$ cat src/include/agc_map.vh
/*
  Register map of the ADC gain and filter control bank: offsets, field
  positions, reset values and writable masks.
  Assumes inclusion by bare name from design files.
*/
`ifndef AGC_MAP_VH
`define AGC_MAP_VH

`define AGC_ADDR_W 8
`define AGC_DATA_W 16

// Register addresses on the control port
`define AGC_OFS_DIG_GAIN 8'h20
`define AGC_OFS_AMP_GAIN 8'h21
`define AGC_OFS_FILT_CTRL 8'h22

// Digital gain fields
`define AGC_LDG_HI 15
`define AGC_LDG_LO 8
`define AGC_RDG_HI 7
`define AGC_RDG_LO 0

// Amplifier gain fields
`define AGC_MUTE_BIT 15
`define AGC_LAMP_HI 11
`define AGC_LAMP_LO 8
`define AGC_RAMP_HI 3
`define AGC_RAMP_LO 0

// Filter control fields
`define AGC_POL_BIT 12
`define AGC_DCBYP_BIT 1
`define AGC_HPEN_BIT 0

// Writable bits; everything else is reserved
`define AGC_MASK_DIG_GAIN 16'hFFFF
`define AGC_MASK_AMP_GAIN 16'h8F0F
`define AGC_MASK_FILT_CTRL 16'h1003

// Reset values
`define AGC_RST_DIG_GAIN 16'h0000
`define AGC_RST_AMP_GAIN 16'h0000
`define AGC_RST_FILT_CTRL 16'h0003

// Gain code constants
`define AGC_DG_MINUS_INF 8'h80
`define AGC_DG_MAX 8'h30
`define AGC_AMP_MAX 4'h8
`define AGC_AMP_STEP_DB 5'h03

`endif

$ cat src/design/agc_amp_decode.v
/*
  Decodes one input amplifier gain code into a gain in whole dB.
  Assumes codes above the ninth setting are not written by software.
*/
`timescale 1ns/1ps
`include "agc_map.vh"

module agc_amp_decode (
  input wire [3:0] code,
  output reg [4:0] gainDb,
  output reg valid
);

  // Linear 3 dB steps; out-of-range codes clamp to the top setting
  always @* begin
    valid = (code <= `AGC_AMP_MAX);
    if (valid) begin
      gainDb = {1'b0, code} * `AGC_AMP_STEP_DB;
    end else begin
      gainDb = {1'b0, `AGC_AMP_MAX} * `AGC_AMP_STEP_DB;
    end
  end

endmodule

$ cat src/design/agc_regs.v
/*
  ADC decimator gain control registers: per-channel digital gain, mute,
  input amplifier gain, polarity invert, DC filter bypass, high-pass.
  A write lands in its register at the taking edge and reaches the
  decoded outputs one edge later; a read strobe loads the read data
  register at its own taking edge.
  Reserved bits are masked on the way in, so the read path needs no
  second mask to return them as zero.
  Assumes a synchronous control port (address, write strobe, data) on
  clk, driven by the codec's own serial control decoder, so the port
  needs no synchroniser; reset is synchronous and active low.
*/
`timescale 1ns/1ps
`include "agc_map.vh"

// Behaviour
// - Digital gain register bits 15..8 hold the left channel gain code.
// - Digital gain register bits 7..0 hold the right channel gain code.
// - Gain codes are signed 0.5 dB steps; 0x30 is +24 dB, max.
// - Code 0x81 is -63.5 dB; code 0x80 silences the channel.
// - Amplifier register bit 15 set mutes the ADC output.
// - Amplifier register bits 11..8 set left input amplifier gain.
// - Amplifier register bits 3..0 set right input amplifier gain.
// - Amplifier code 0 is 0 dB, plus 3 dB per step, 8 is 24 dB.
// - Filter register bit 12 set inverts the ADC input polarity.
// - Filter bit 1 set bypasses the DC filter; resets to one.
// - Filter bit 0 set enables the output high-pass; resets to one.
module agc_regs (
  input wire clk,
  input wire rstn,
  input wire [7:0] regAddr,
  input wire regWrite,
  input wire regRead,
  input wire [15:0] regWdata,
  output reg [15:0] regRdata_q,
  output reg [7:0] leftDigitalGain_q,
  output reg [7:0] rightDigitalGain_q,
  output reg leftSilence_q,
  output reg rightSilence_q,
  output reg leftGainClamped_q,
  output reg rightGainClamped_q,
  output reg adcMute_q,
  output reg [3:0] leftInputAmpGain_q,
  output reg [3:0] rightInputAmpGain_q,
  output reg [4:0] leftAmpGainDb_q,
  output reg [4:0] rightAmpGainDb_q,
  output reg ampCodeError_q,
  output reg adcPolarityInvert_q,
  output reg dcFilterBypass_q,
  output reg highpassEnable_q
);

  // Stored register words; reserved bits always zero
  reg [15:0] digGain_q;
  reg [15:0] ampGain_q;
  reg [15:0] filtCtrl_q;
  reg [15:0] rdata_d;
  // Per-channel decode results; index 1 left, index 0 right
  wire [9:0] ampDb;
  wire [1:0] ampValid;
  wire [1:0] silence;
  wire [1:0] clamped;
  // Write strobes, at most one high in any cycle
  wire wrDigGain;
  wire wrAmpGain;
  wire wrFiltCtrl;
  // Channel index of the decode loop
  genvar ch;

  // Bit distance from the right field to the left field of a pair
  localparam DG_STRIDE = `AGC_LDG_LO - `AGC_RDG_LO;
  localparam AMP_STRIDE = `AGC_LAMP_LO - `AGC_RAMP_LO;

  // Address decode, shared by the write and read paths
  function hit;
    input [7:0] addr;
    input [7:0] ofs;
    begin
      hit = (addr == ofs);
    end
  endfunction

  // Positive code above +24 dB; kept as written, only flagged
  function overMax;
    input [7:0] code;
    reg positive;
    begin
      positive = !code[7];
      overMax = positive && (code > `AGC_DG_MAX);
    end
  endfunction

  // 0x80 is minus infinity, not -64 dB
  function isSilent;
    input [7:0] code;
    begin
      isSilent = (code == `AGC_DG_MINUS_INF);
    end
  endfunction

  // Decode the address once; unmapped addresses raise no strobe
  assign wrDigGain = regWrite && hit(regAddr, `AGC_OFS_DIG_GAIN);
  assign wrAmpGain = regWrite && hit(regAddr, `AGC_OFS_AMP_GAIN);
  assign wrFiltCtrl = regWrite && hit(regAddr, `AGC_OFS_FILT_CTRL);

  // Register writes; reserved bits masked so they never store
  always @(posedge clk) begin
    if (!rstn) begin
      // DC bypass and high-pass come out of reset set, the rest cleared
      digGain_q <= `AGC_RST_DIG_GAIN;
      ampGain_q <= `AGC_RST_AMP_GAIN;
      filtCtrl_q <= `AGC_RST_FILT_CTRL;
    end else begin
      // Whole words only; no byte lanes on this port
      if (wrDigGain) begin
        digGain_q <= regWdata & `AGC_MASK_DIG_GAIN;
      end
      if (wrAmpGain) begin
        ampGain_q <= regWdata & `AGC_MASK_AMP_GAIN;
      end
      if (wrFiltCtrl) begin
        filtCtrl_q <= regWdata & `AGC_MASK_FILT_CTRL;
      end
    end
  end

  // Read mux; unmapped addresses return zero
  // Same compare as the write strobes, so both agree on the map
  always @* begin
    rdata_d = 16'h0000;
    if (hit(regAddr, `AGC_OFS_DIG_GAIN)) begin
      rdata_d = digGain_q;
    end else if (hit(regAddr, `AGC_OFS_AMP_GAIN)) begin
      rdata_d = ampGain_q;
    end else if (hit(regAddr, `AGC_OFS_FILT_CTRL)) begin
      rdata_d = filtCtrl_q;
    end
  end

  // Both channels decode alike; one loop serves left and right
  generate
    for (ch = 0; ch < 2; ch = ch + 1) begin : gChan
      wire [7:0] dgCode;
      // This channel's slice of the digital gain word
      assign dgCode = digGain_q[`AGC_RDG_LO + ch * DG_STRIDE +: 8];
      // Amplifier code to whole dB, out-of-range codes flagged
      agc_amp_decode uAmp (
        .code(ampGain_q[`AGC_RAMP_LO + ch * AMP_STRIDE +: 4]),
        .gainDb(ampDb[ch * 5 +: 5]),
        .valid(ampValid[ch])
      );
      assign silence[ch] = isSilent(dgCode);
      // Positive codes above +24 dB are kept but flagged
      assign clamped[ch] = overMax(dgCode);
    end
  endgenerate

  // Read data refreshed only on a read strobe, held otherwise
  // A read and a write in one cycle return the old word
  always @(posedge clk) begin
    if (!rstn) begin
      regRdata_q <= 16'h0000;
    end else if (regRead) begin
      regRdata_q <= rdata_d;
    end
  end

  // Digital gain outputs, one cycle behind the register
  always @(posedge clk) begin
    if (!rstn) begin
      leftDigitalGain_q <= 8'h00;
      rightDigitalGain_q <= 8'h00;
      leftSilence_q <= 1'b0;
      rightSilence_q <= 1'b0;
      leftGainClamped_q <= 1'b0;
      rightGainClamped_q <= 1'b0;
    end else begin
      // Left and right codes sit side by side in one word
      leftDigitalGain_q <= digGain_q[`AGC_LDG_HI:`AGC_LDG_LO];
      rightDigitalGain_q <= digGain_q[`AGC_RDG_HI:`AGC_RDG_LO];
      leftSilence_q <= silence[1];
      rightSilence_q <= silence[0];
      leftGainClamped_q <= clamped[1];
      rightGainClamped_q <= clamped[0];
    end
  end

  // Amplifier outputs; raw code and its dB value move together
  always @(posedge clk) begin
    if (!rstn) begin
      adcMute_q <= 1'b0;
      leftInputAmpGain_q <= 4'h0;
      rightInputAmpGain_q <= 4'h0;
      leftAmpGainDb_q <= 5'h00;
      rightAmpGainDb_q <= 5'h00;
      ampCodeError_q <= 1'b0;
    end else begin
      adcMute_q <= ampGain_q[`AGC_MUTE_BIT];
      leftInputAmpGain_q <= ampGain_q[`AGC_LAMP_HI:`AGC_LAMP_LO];
      rightInputAmpGain_q <= ampGain_q[`AGC_RAMP_HI:`AGC_RAMP_LO];
      leftAmpGainDb_q <= ampDb[9:5];
      rightAmpGainDb_q <= ampDb[4:0];
      // Undefined codes still reach the outputs; the flag shows them
      ampCodeError_q <= !(&ampValid);
    end
  end

  // Filter controls; bypass and high-pass both leave reset set
  always @(posedge clk) begin
    if (!rstn) begin
      adcPolarityInvert_q <= 1'b0;
      dcFilterBypass_q <= 1'b1;
      highpassEnable_q <= 1'b1;
    end else begin
      adcPolarityInvert_q <= filtCtrl_q[`AGC_POL_BIT];
      dcFilterBypass_q <= filtCtrl_q[`AGC_DCBYP_BIT];
      highpassEnable_q <= filtCtrl_q[`AGC_HPEN_BIT];
    end
  end

endmodule

$ cat config.mk
export PLATFORM = sky130hd
export DESIGN_NAME = agc_regs
export DESIGN_NICKNAME = d
export VERILOG_FILES = /design/src/design/agc_amp_decode.v /design/src/design/agc_regs.v
export VERILOG_INCLUDE_DIRS = /design/src /design/src/include
export SDC_FILE = /design/constraint.sdc
export NUM_CORES = 1
export LEC_CHECK = 0
export BUFFER_PORTS_ARGS = -buffer_cell sky130_fd_sc_hd__buf_2
export CAP_MARGIN = 0
export CORE_UTILIZATION = 47
export CTS_CLUSTER_SIZE = 14
export DETAILED_ROUTE_END_ITERATION = 7
export GPL_TIMING_DRIVEN = 0
export PLACE_DENSITY = 0.73
export SLEW_MARGIN = 20
export SYNTH_ARGS = -nofsm -noshare
export SYNTH_HDL_FRONTEND = slang
export SYNTH_HIERARCHICAL = 1
export SYNTH_SLANG_ARGS = --single-unit
$ cat constraint.sdc
create_clock -name clk -period 1.5 [get_ports clk]
set_input_delay 0 -clock clk [delete_from_list [all_inputs] [get_ports clk]]
set_output_delay 0 -clock clk [all_outputs]
set_load 0.02 [all_outputs]
### Word level (Yosys, flattened, before mapping)

Cells that the tools add are included.

| word-level totals | value |
|---|---|
| bits in registers | 87 |
| input port bits | 28 |
| output and inout bits | 59 |
| word-level logic and storage cells | 48 |

| operators by class | value |
|---|---|
| $mul | 2 |
| magnitude comparators | 4 |
| equal/unequal tests | 5 |
| muxes and demuxes | 5 |
| reductions and logical operators | 11 |

Operators with widths:

| cell | count |
|---|---|
| 2-to-1 mux 16 bit | 2 |
| equality test 8 x 6 -> 1 bit, second input constant | 3 |
| equality test 8 bit, second input constant | 2 |
| > comparator 8 x 6 -> 1 bit, second input constant | 2 |
| 2-to-1 mux 13 bit | 1 |
| multiplier 4 x 2 -> 5 bit, second input constant | 2 |
| 2-to-1 mux 5 bit | 2 |
| <= comparator 4 bit, second input constant | 2 |
| AND reduction 2 bit | 3 |
| logical AND 1 bit | 5 |
| zero test 1 bit | 3 |

### Longest topological paths before layout

| depth | value |
|---|---|
| word-level depth | 4 |
| gate-level depth with buffers | 6 |
| gate-level depth less buffers | 6 |

### By module

The synthesis kept the hierarchy.

Modules (own cells, without submodules):

| module | instances | cells each | area an instance (um^2) | sequential area each (um^2) |
|---|---|---|---|---|
| agc_regs | 1 | 303 | 3106.7 | 1741.7 |
| agc_amp_decode | 2 | 21 | 162.7 | 0.0 |

### Least setup slack after synthesis

Ideal clock, no wire load.

| path | value |
|---|---|
| path kind | flip-flop to flip-flop |
| start point | register ampGain_q[10] |
| end point | register leftAmpGainDb_q[4] |
| arrival | 1.358 ns |
| data required time | 1.385 ns |
| path slack | 0.027 ns |
| stages on the path, launching flop included | 6 |
| buffers on the path | 0 |
| clock period less this slack | 1.473 ns |
| path through | dfxtp_1 > inv_1 > ha_1 > o21bai_1 > mux2_1 > and2_1 |

| between the ends | value |
|---|---|
| word-level cells in the longest chain between the ends | 2 |

Ends and longest elaborated chain:

| what | RTL line | text |
|---|---|---|
| start: declaration | agc_regs.v:55 | `reg [15:0] ampGain_q;` |
| start signal: assignment | agc_regs.v:111 | `` ampGain_q <= `AGC_RST_AMP_GAIN; `` |
| start signal: assignment | agc_regs.v:119 | `` ampGain_q <= regWdata & `AGC_MASK_AMP_GAIN; `` |
| multiplier 4 x 2 -> 5 bit (no source line) or <= comparator 4 bit (tied branches) | -- |  |
| 2-to-1 mux 5 bit * | agc_amp_decode.v:17 | `if (valid) begin` |
| net ampDb[9] | agc_regs.v:59 | `wire [9:0] ampDb;` |
| end signal: assignment | agc_regs.v:201 | `leftAmpGainDb_q <= ampDb[9:5];` |
| end: declaration | agc_regs.v:45 | `output reg [4:0] leftAmpGainDb_q,` |

Mark *: on every way through the listed nets, which the timed path passes. The rest lies on a longest branch.
A chain may end at the register's enable or synchronous reset.

### Worst setup path after layout

| path | value |
|---|---|
| start point | register ampGain_q[0] |
| end point | register rightAmpGainDb_q[3] |

| between the ends | value |
|---|---|
| word-level cells in the longest chain between the ends | 2 |

Ends and longest elaborated chain:

| what | RTL line | text |
|---|---|---|
| multiplier 4 x 2 -> 5 bit (no source line) or <= comparator 4 bit (tied branches) | -- |  |
| 2-to-1 mux 5 bit * | agc_amp_decode.v:17 |  |
| net ampDb[3] | agc_regs.v:59 |  |
| end signal: assignment | agc_regs.v:202 | `rightAmpGainDb_q <= ampDb[4:0];` |
| end: declaration | agc_regs.v:46 | `output reg [4:0] rightAmpGainDb_q,` |

Marks and branches as above.

==> summary.txt <==
Clock tree
  – Clock sinks: 87
  – Clock tree from TritonCTS: yes
  – Level count of the clock H-tree: 3
  – TritonCTS Buffers: 9
  – Clock transition at path regs: 0.08 ns
  – Worst-Skew Late Latency: 0.35 ns
  – Clock Root Buffer: clkbuf_8
  – Maximum count of clock buffers along a single path: 2

Power
  – Power density over cell area: 959 mW/mm^2
  – Peak supply drop: 590 uV
  – Pleak: 2.26 nW

Timing
  – Worst Clk Skew: 0.00826 ns
  – Achievable Freq: 686 MHz
  – Final-report setup violation count: 0
  – Number of pins with negative max-slew slack in the final report: 0
  – Final Hold Viols: 0
  – Unrepaired setup endpoints after global routing: yes
  – Normalized max-slew margin: 62.0%
  – Final period util: 97.2%
  – Min cycle time layout: 1.46 ns
  – Measured slew at the worst slew-check pin: 0.570 ns

Layout
  – Final standard cell count with taps included and fillers excluded: 562
  – Final net count: 501
  – Fraction of layout cells with a size suffix above 1: 29.6%
  – Final-layout fill cell count: 591
  – Antenna cell count: 0
  – Area delta synth->final: 30.7%
  – Sequential cell area: 0.00176 mm^2
  – Final Instance Area: 0.00448 mm^2
  – Area taken by multi-input logic gates: 0.00155 mm^2

Worst setup path
  – Crit. Startpoint: ampGain_q[0]
  – Endpoint of the worst-slack reg-to-reg timing path: rightAmpGainDb_q[3]
  – Setup slack of the most critical reg-to-reg path: 0.04 ns
  – Reg2reg start: ampGain_q[0]
  – CP arrival: 1.70 ns
  – Maximum fanout along the worst path: 4
  – Startpoint-to-endpoint class of the critical path: reg2reg
  – Endpoint of the worst setup timing path: rightAmpGainDb_q[3]
  – Crit path capture type: flop
  – Worst setup SP type: flop
  – Required time of the worst setup path: 1.74 ns
  – Number of cells on the worst reg-to-reg path: 6

Floorplanning
  – Ports placed on the boundary: 87
  – Core box area: 0.00691 mm^2
  – DIE AREA: 0.00765 mm^2
  – Cell Rows: 30
  – Die width: 87.5 um
  – Die Y-Extent: 87.5 um
  – Initial core utilization: 49.7%

Outcome
  – Status: completed

Global routing
  – Total global routing track utilization: 21.6%
  – Antenna violations before repair: 0
  – Global-route wire length before repair: 12.4 mm
  – Via count of the first global-routing pass: 2652
  – Largest net degree at the start of global routing: 15
  – Congestion Overflow GR: 0

Detailed routing
  – DRT iter0 DRCs: 94
  – Number of search-and-repair iterations in the first detailed-routing pass: 4
  – DR WL/cell: 14.3 um
  – Residual DRC: 0
  – Antenna Violating Nets Remaining: 0
  – Detailed-route wire length: 8.06 mm
  – Via Count: 2784
  – Vias per Instance: 4.95

Synth
  – Avg Cell Area, Syn: 9.95 um^2
  – Number of enable-type register cells in the synthesized netlist: 0
  – Sequential element share of the synthesized area: 50.7%
  – Portion of netlist area occupied by mux cells: 12.1%
  – Yosys warning total: 6
  – Compound-cell area share of the yosys netlist: 5.69%
  – Post-synth net total: 385
  – Synthesized instance count: 345
  – Adder-cell area share of the yosys netlist: 4.81%
  – Netlist area before placement: 0.00343 mm^2
  – Main combinational cell family by area after synthesis: simple AND/OR/NAND/NOR gates
  – Xor and xnor area share after synthesis: 0.510%
  – Number of register bits inferred by synthesis: 87
  – Post-synth ARST share: 0%
  – Simple-Gate Fraction of Synth Area: 20.1%
  – Netlist cell types: 34
  – Most used flip-flop cell after synthesis: dfxtp_1

Placed design
  – Area post-placement: 0.00398 mm^2
  – Weighted congestion reported at the end of routability-driven placement: 0.809
  – PortBufs: 85
  – DP Wirelength: 5.64 mm
  – Placed cells: 526

Worst hold path
  – Launch instance of the worst min-delay path: regAddr[2]
  – Hold Crit Class: in2reg

Run
  – Max-Cap Viols: 0
==> critical path, stage by stage, from the launching register on <==
cell and delay [ns]:
dfxtp_2 0.40, ha_4 0.15, inv_1 0.05, fa_1 0.37, xnor2_1 0.18, nand2_1 0.06, and2_1 0.15
==> Yosys cell counts, types with 3 or more instances <==
cell type | n | area (um^2)
nor2b_1 | 10 | 62.6
nand3_1 | 3 | 15.0
inv_1 | 34 | 128
a21boi_0 | 14 | 105
nand2_1 | 50 | 188
ha_1 | 10 | 125
buf_2 | 3 | 15.0
clkbuf_1 | 12 | 45.0
a21oi_1 | 8 | 40.0
mux2i_1 | 29 | 290
nand4_1 | 15 | 93.8
nand2b_1 | 19 | 119
dfxtp_1 | 87 | 1740
and2_1 | 12 | 75.1
mux2_2 | 9 | 101
==> metrics by stage <==
stage               worst slack [ns]  power, mW  hold slack [ns]  setup TNS [ns]  util (%)
floorplan                     0.0266       2.46           0.0890               0         -
global placement             -0.0815       2.54            0.236          -0.175      57.6
detailed placement            -0.134       2.54            0.235          -0.265      57.6
CTS                          0.00445       4.34           0.0137               0      63.7
global route                 -0.0304       4.47           0.0447         -0.0604      64.9
finish                        0.0425       4.30           0.0359               0      64.9
==> cells in the final DEF, fill, tap and decap left out, drive strengths merged, types with 3 or more instances in the layout <==
| master | instances |
|---|---|
| nand3 | 3 |
| dlygate4sd3 | 17 |
| buf | 93 |
| nand2b | 19 |
| inv | 34 |
| clkbuf | 23 |
| nor2b | 10 |
| nor4 | 4 |
| nand2 | 50 |
| mux2 | 11 |
| ha | 10 |
| dfxtp | 87 |
| mux2i | 29 |
| a21oi | 8 |
| nand4 | 16 |
| a21boi | 14 |
| and2 | 12 |
==> routing by layer <==
metal / GRT usage, % / up-vias / routed length [um]
met3: 6.26 / 14 / 387
met2: 36.5 / 88 / 3970
li1: - / 1366 / -
met5: 0 / - / 0
met4: 7.75 / 0 / 139
met1: 26.1 / 1316 / 3560
==> how the worst min path moves through the flow <==
stage,endpoint,slack (ns),cells after the start
3_3_place_gp,dcFilterBypass_q,0.24,2
4_1_cts,regRdata_q[3],0.01,4
3_5_place_dp,dcFilterBypass_q,0.23,2
6_report,regRdata_q[3],0.04,4
2_1_floorplan,dcFilterBypass_q,0.09,1
5_1_grt,regRdata_q[3],0.04,4
==> final cells by class <==
class                   instances  area share (%)
clock buffers                  11            3.15
multi-input cells             207            34.6
plain buffers                  17            1.84
well taps                      96            2.68
flip-flops and latches         87            39.3
inverters                      34            2.85
clock inverters                 5            1.81
repair buffers                105            13.8
==> sequential cells by signal (all words and copies together), names as in the netlist, 3 cells and up <==
| signal | count |
|---|---|
| ampGain_q | 9 |
| rightAmpGainDb_q | 5 |
| filtCtrl_q | 3 |
| leftInputAmpGain_q | 4 |
| rightDigitalGain_q | 8 |
| rightInputAmpGain_q | 4 |
| digGain_q | 16 |
| regRdata_q | 16 |
| leftDigitalGain_q | 8 |
| leftAmpGainDb_q | 5 |
==> where the power goes <==
part	switching [mW]	internal (mW)
sequential	0.00130	2.30
clock	0.802	0.984
combinational	0.117	0.0965
total	0.920	3.38
==> logic make-up after synthesis <==
logic type               Yosys count
flip-flops                        87
adder cells (fa/ha/maj)           12
AO/OA/AOI/OAI                     29
multiplexers                      40
buffers and inverters             51
XOR/XNOR                           2
AND/OR/NAND/NOR                  124
==> repair_timing <==
item / 4_1_cts / 5_1_grt
buffers inserted: 1 / 2
pin swaps: 1 / 5
endpoints found under the setup margin: 4 / 5
hold buffers: 17 / 0
gates resized for setup: 8 / 14
endpoints found under the hold margin: 30 / 0
Note: power is estimated with default switching activity, not from simulation.
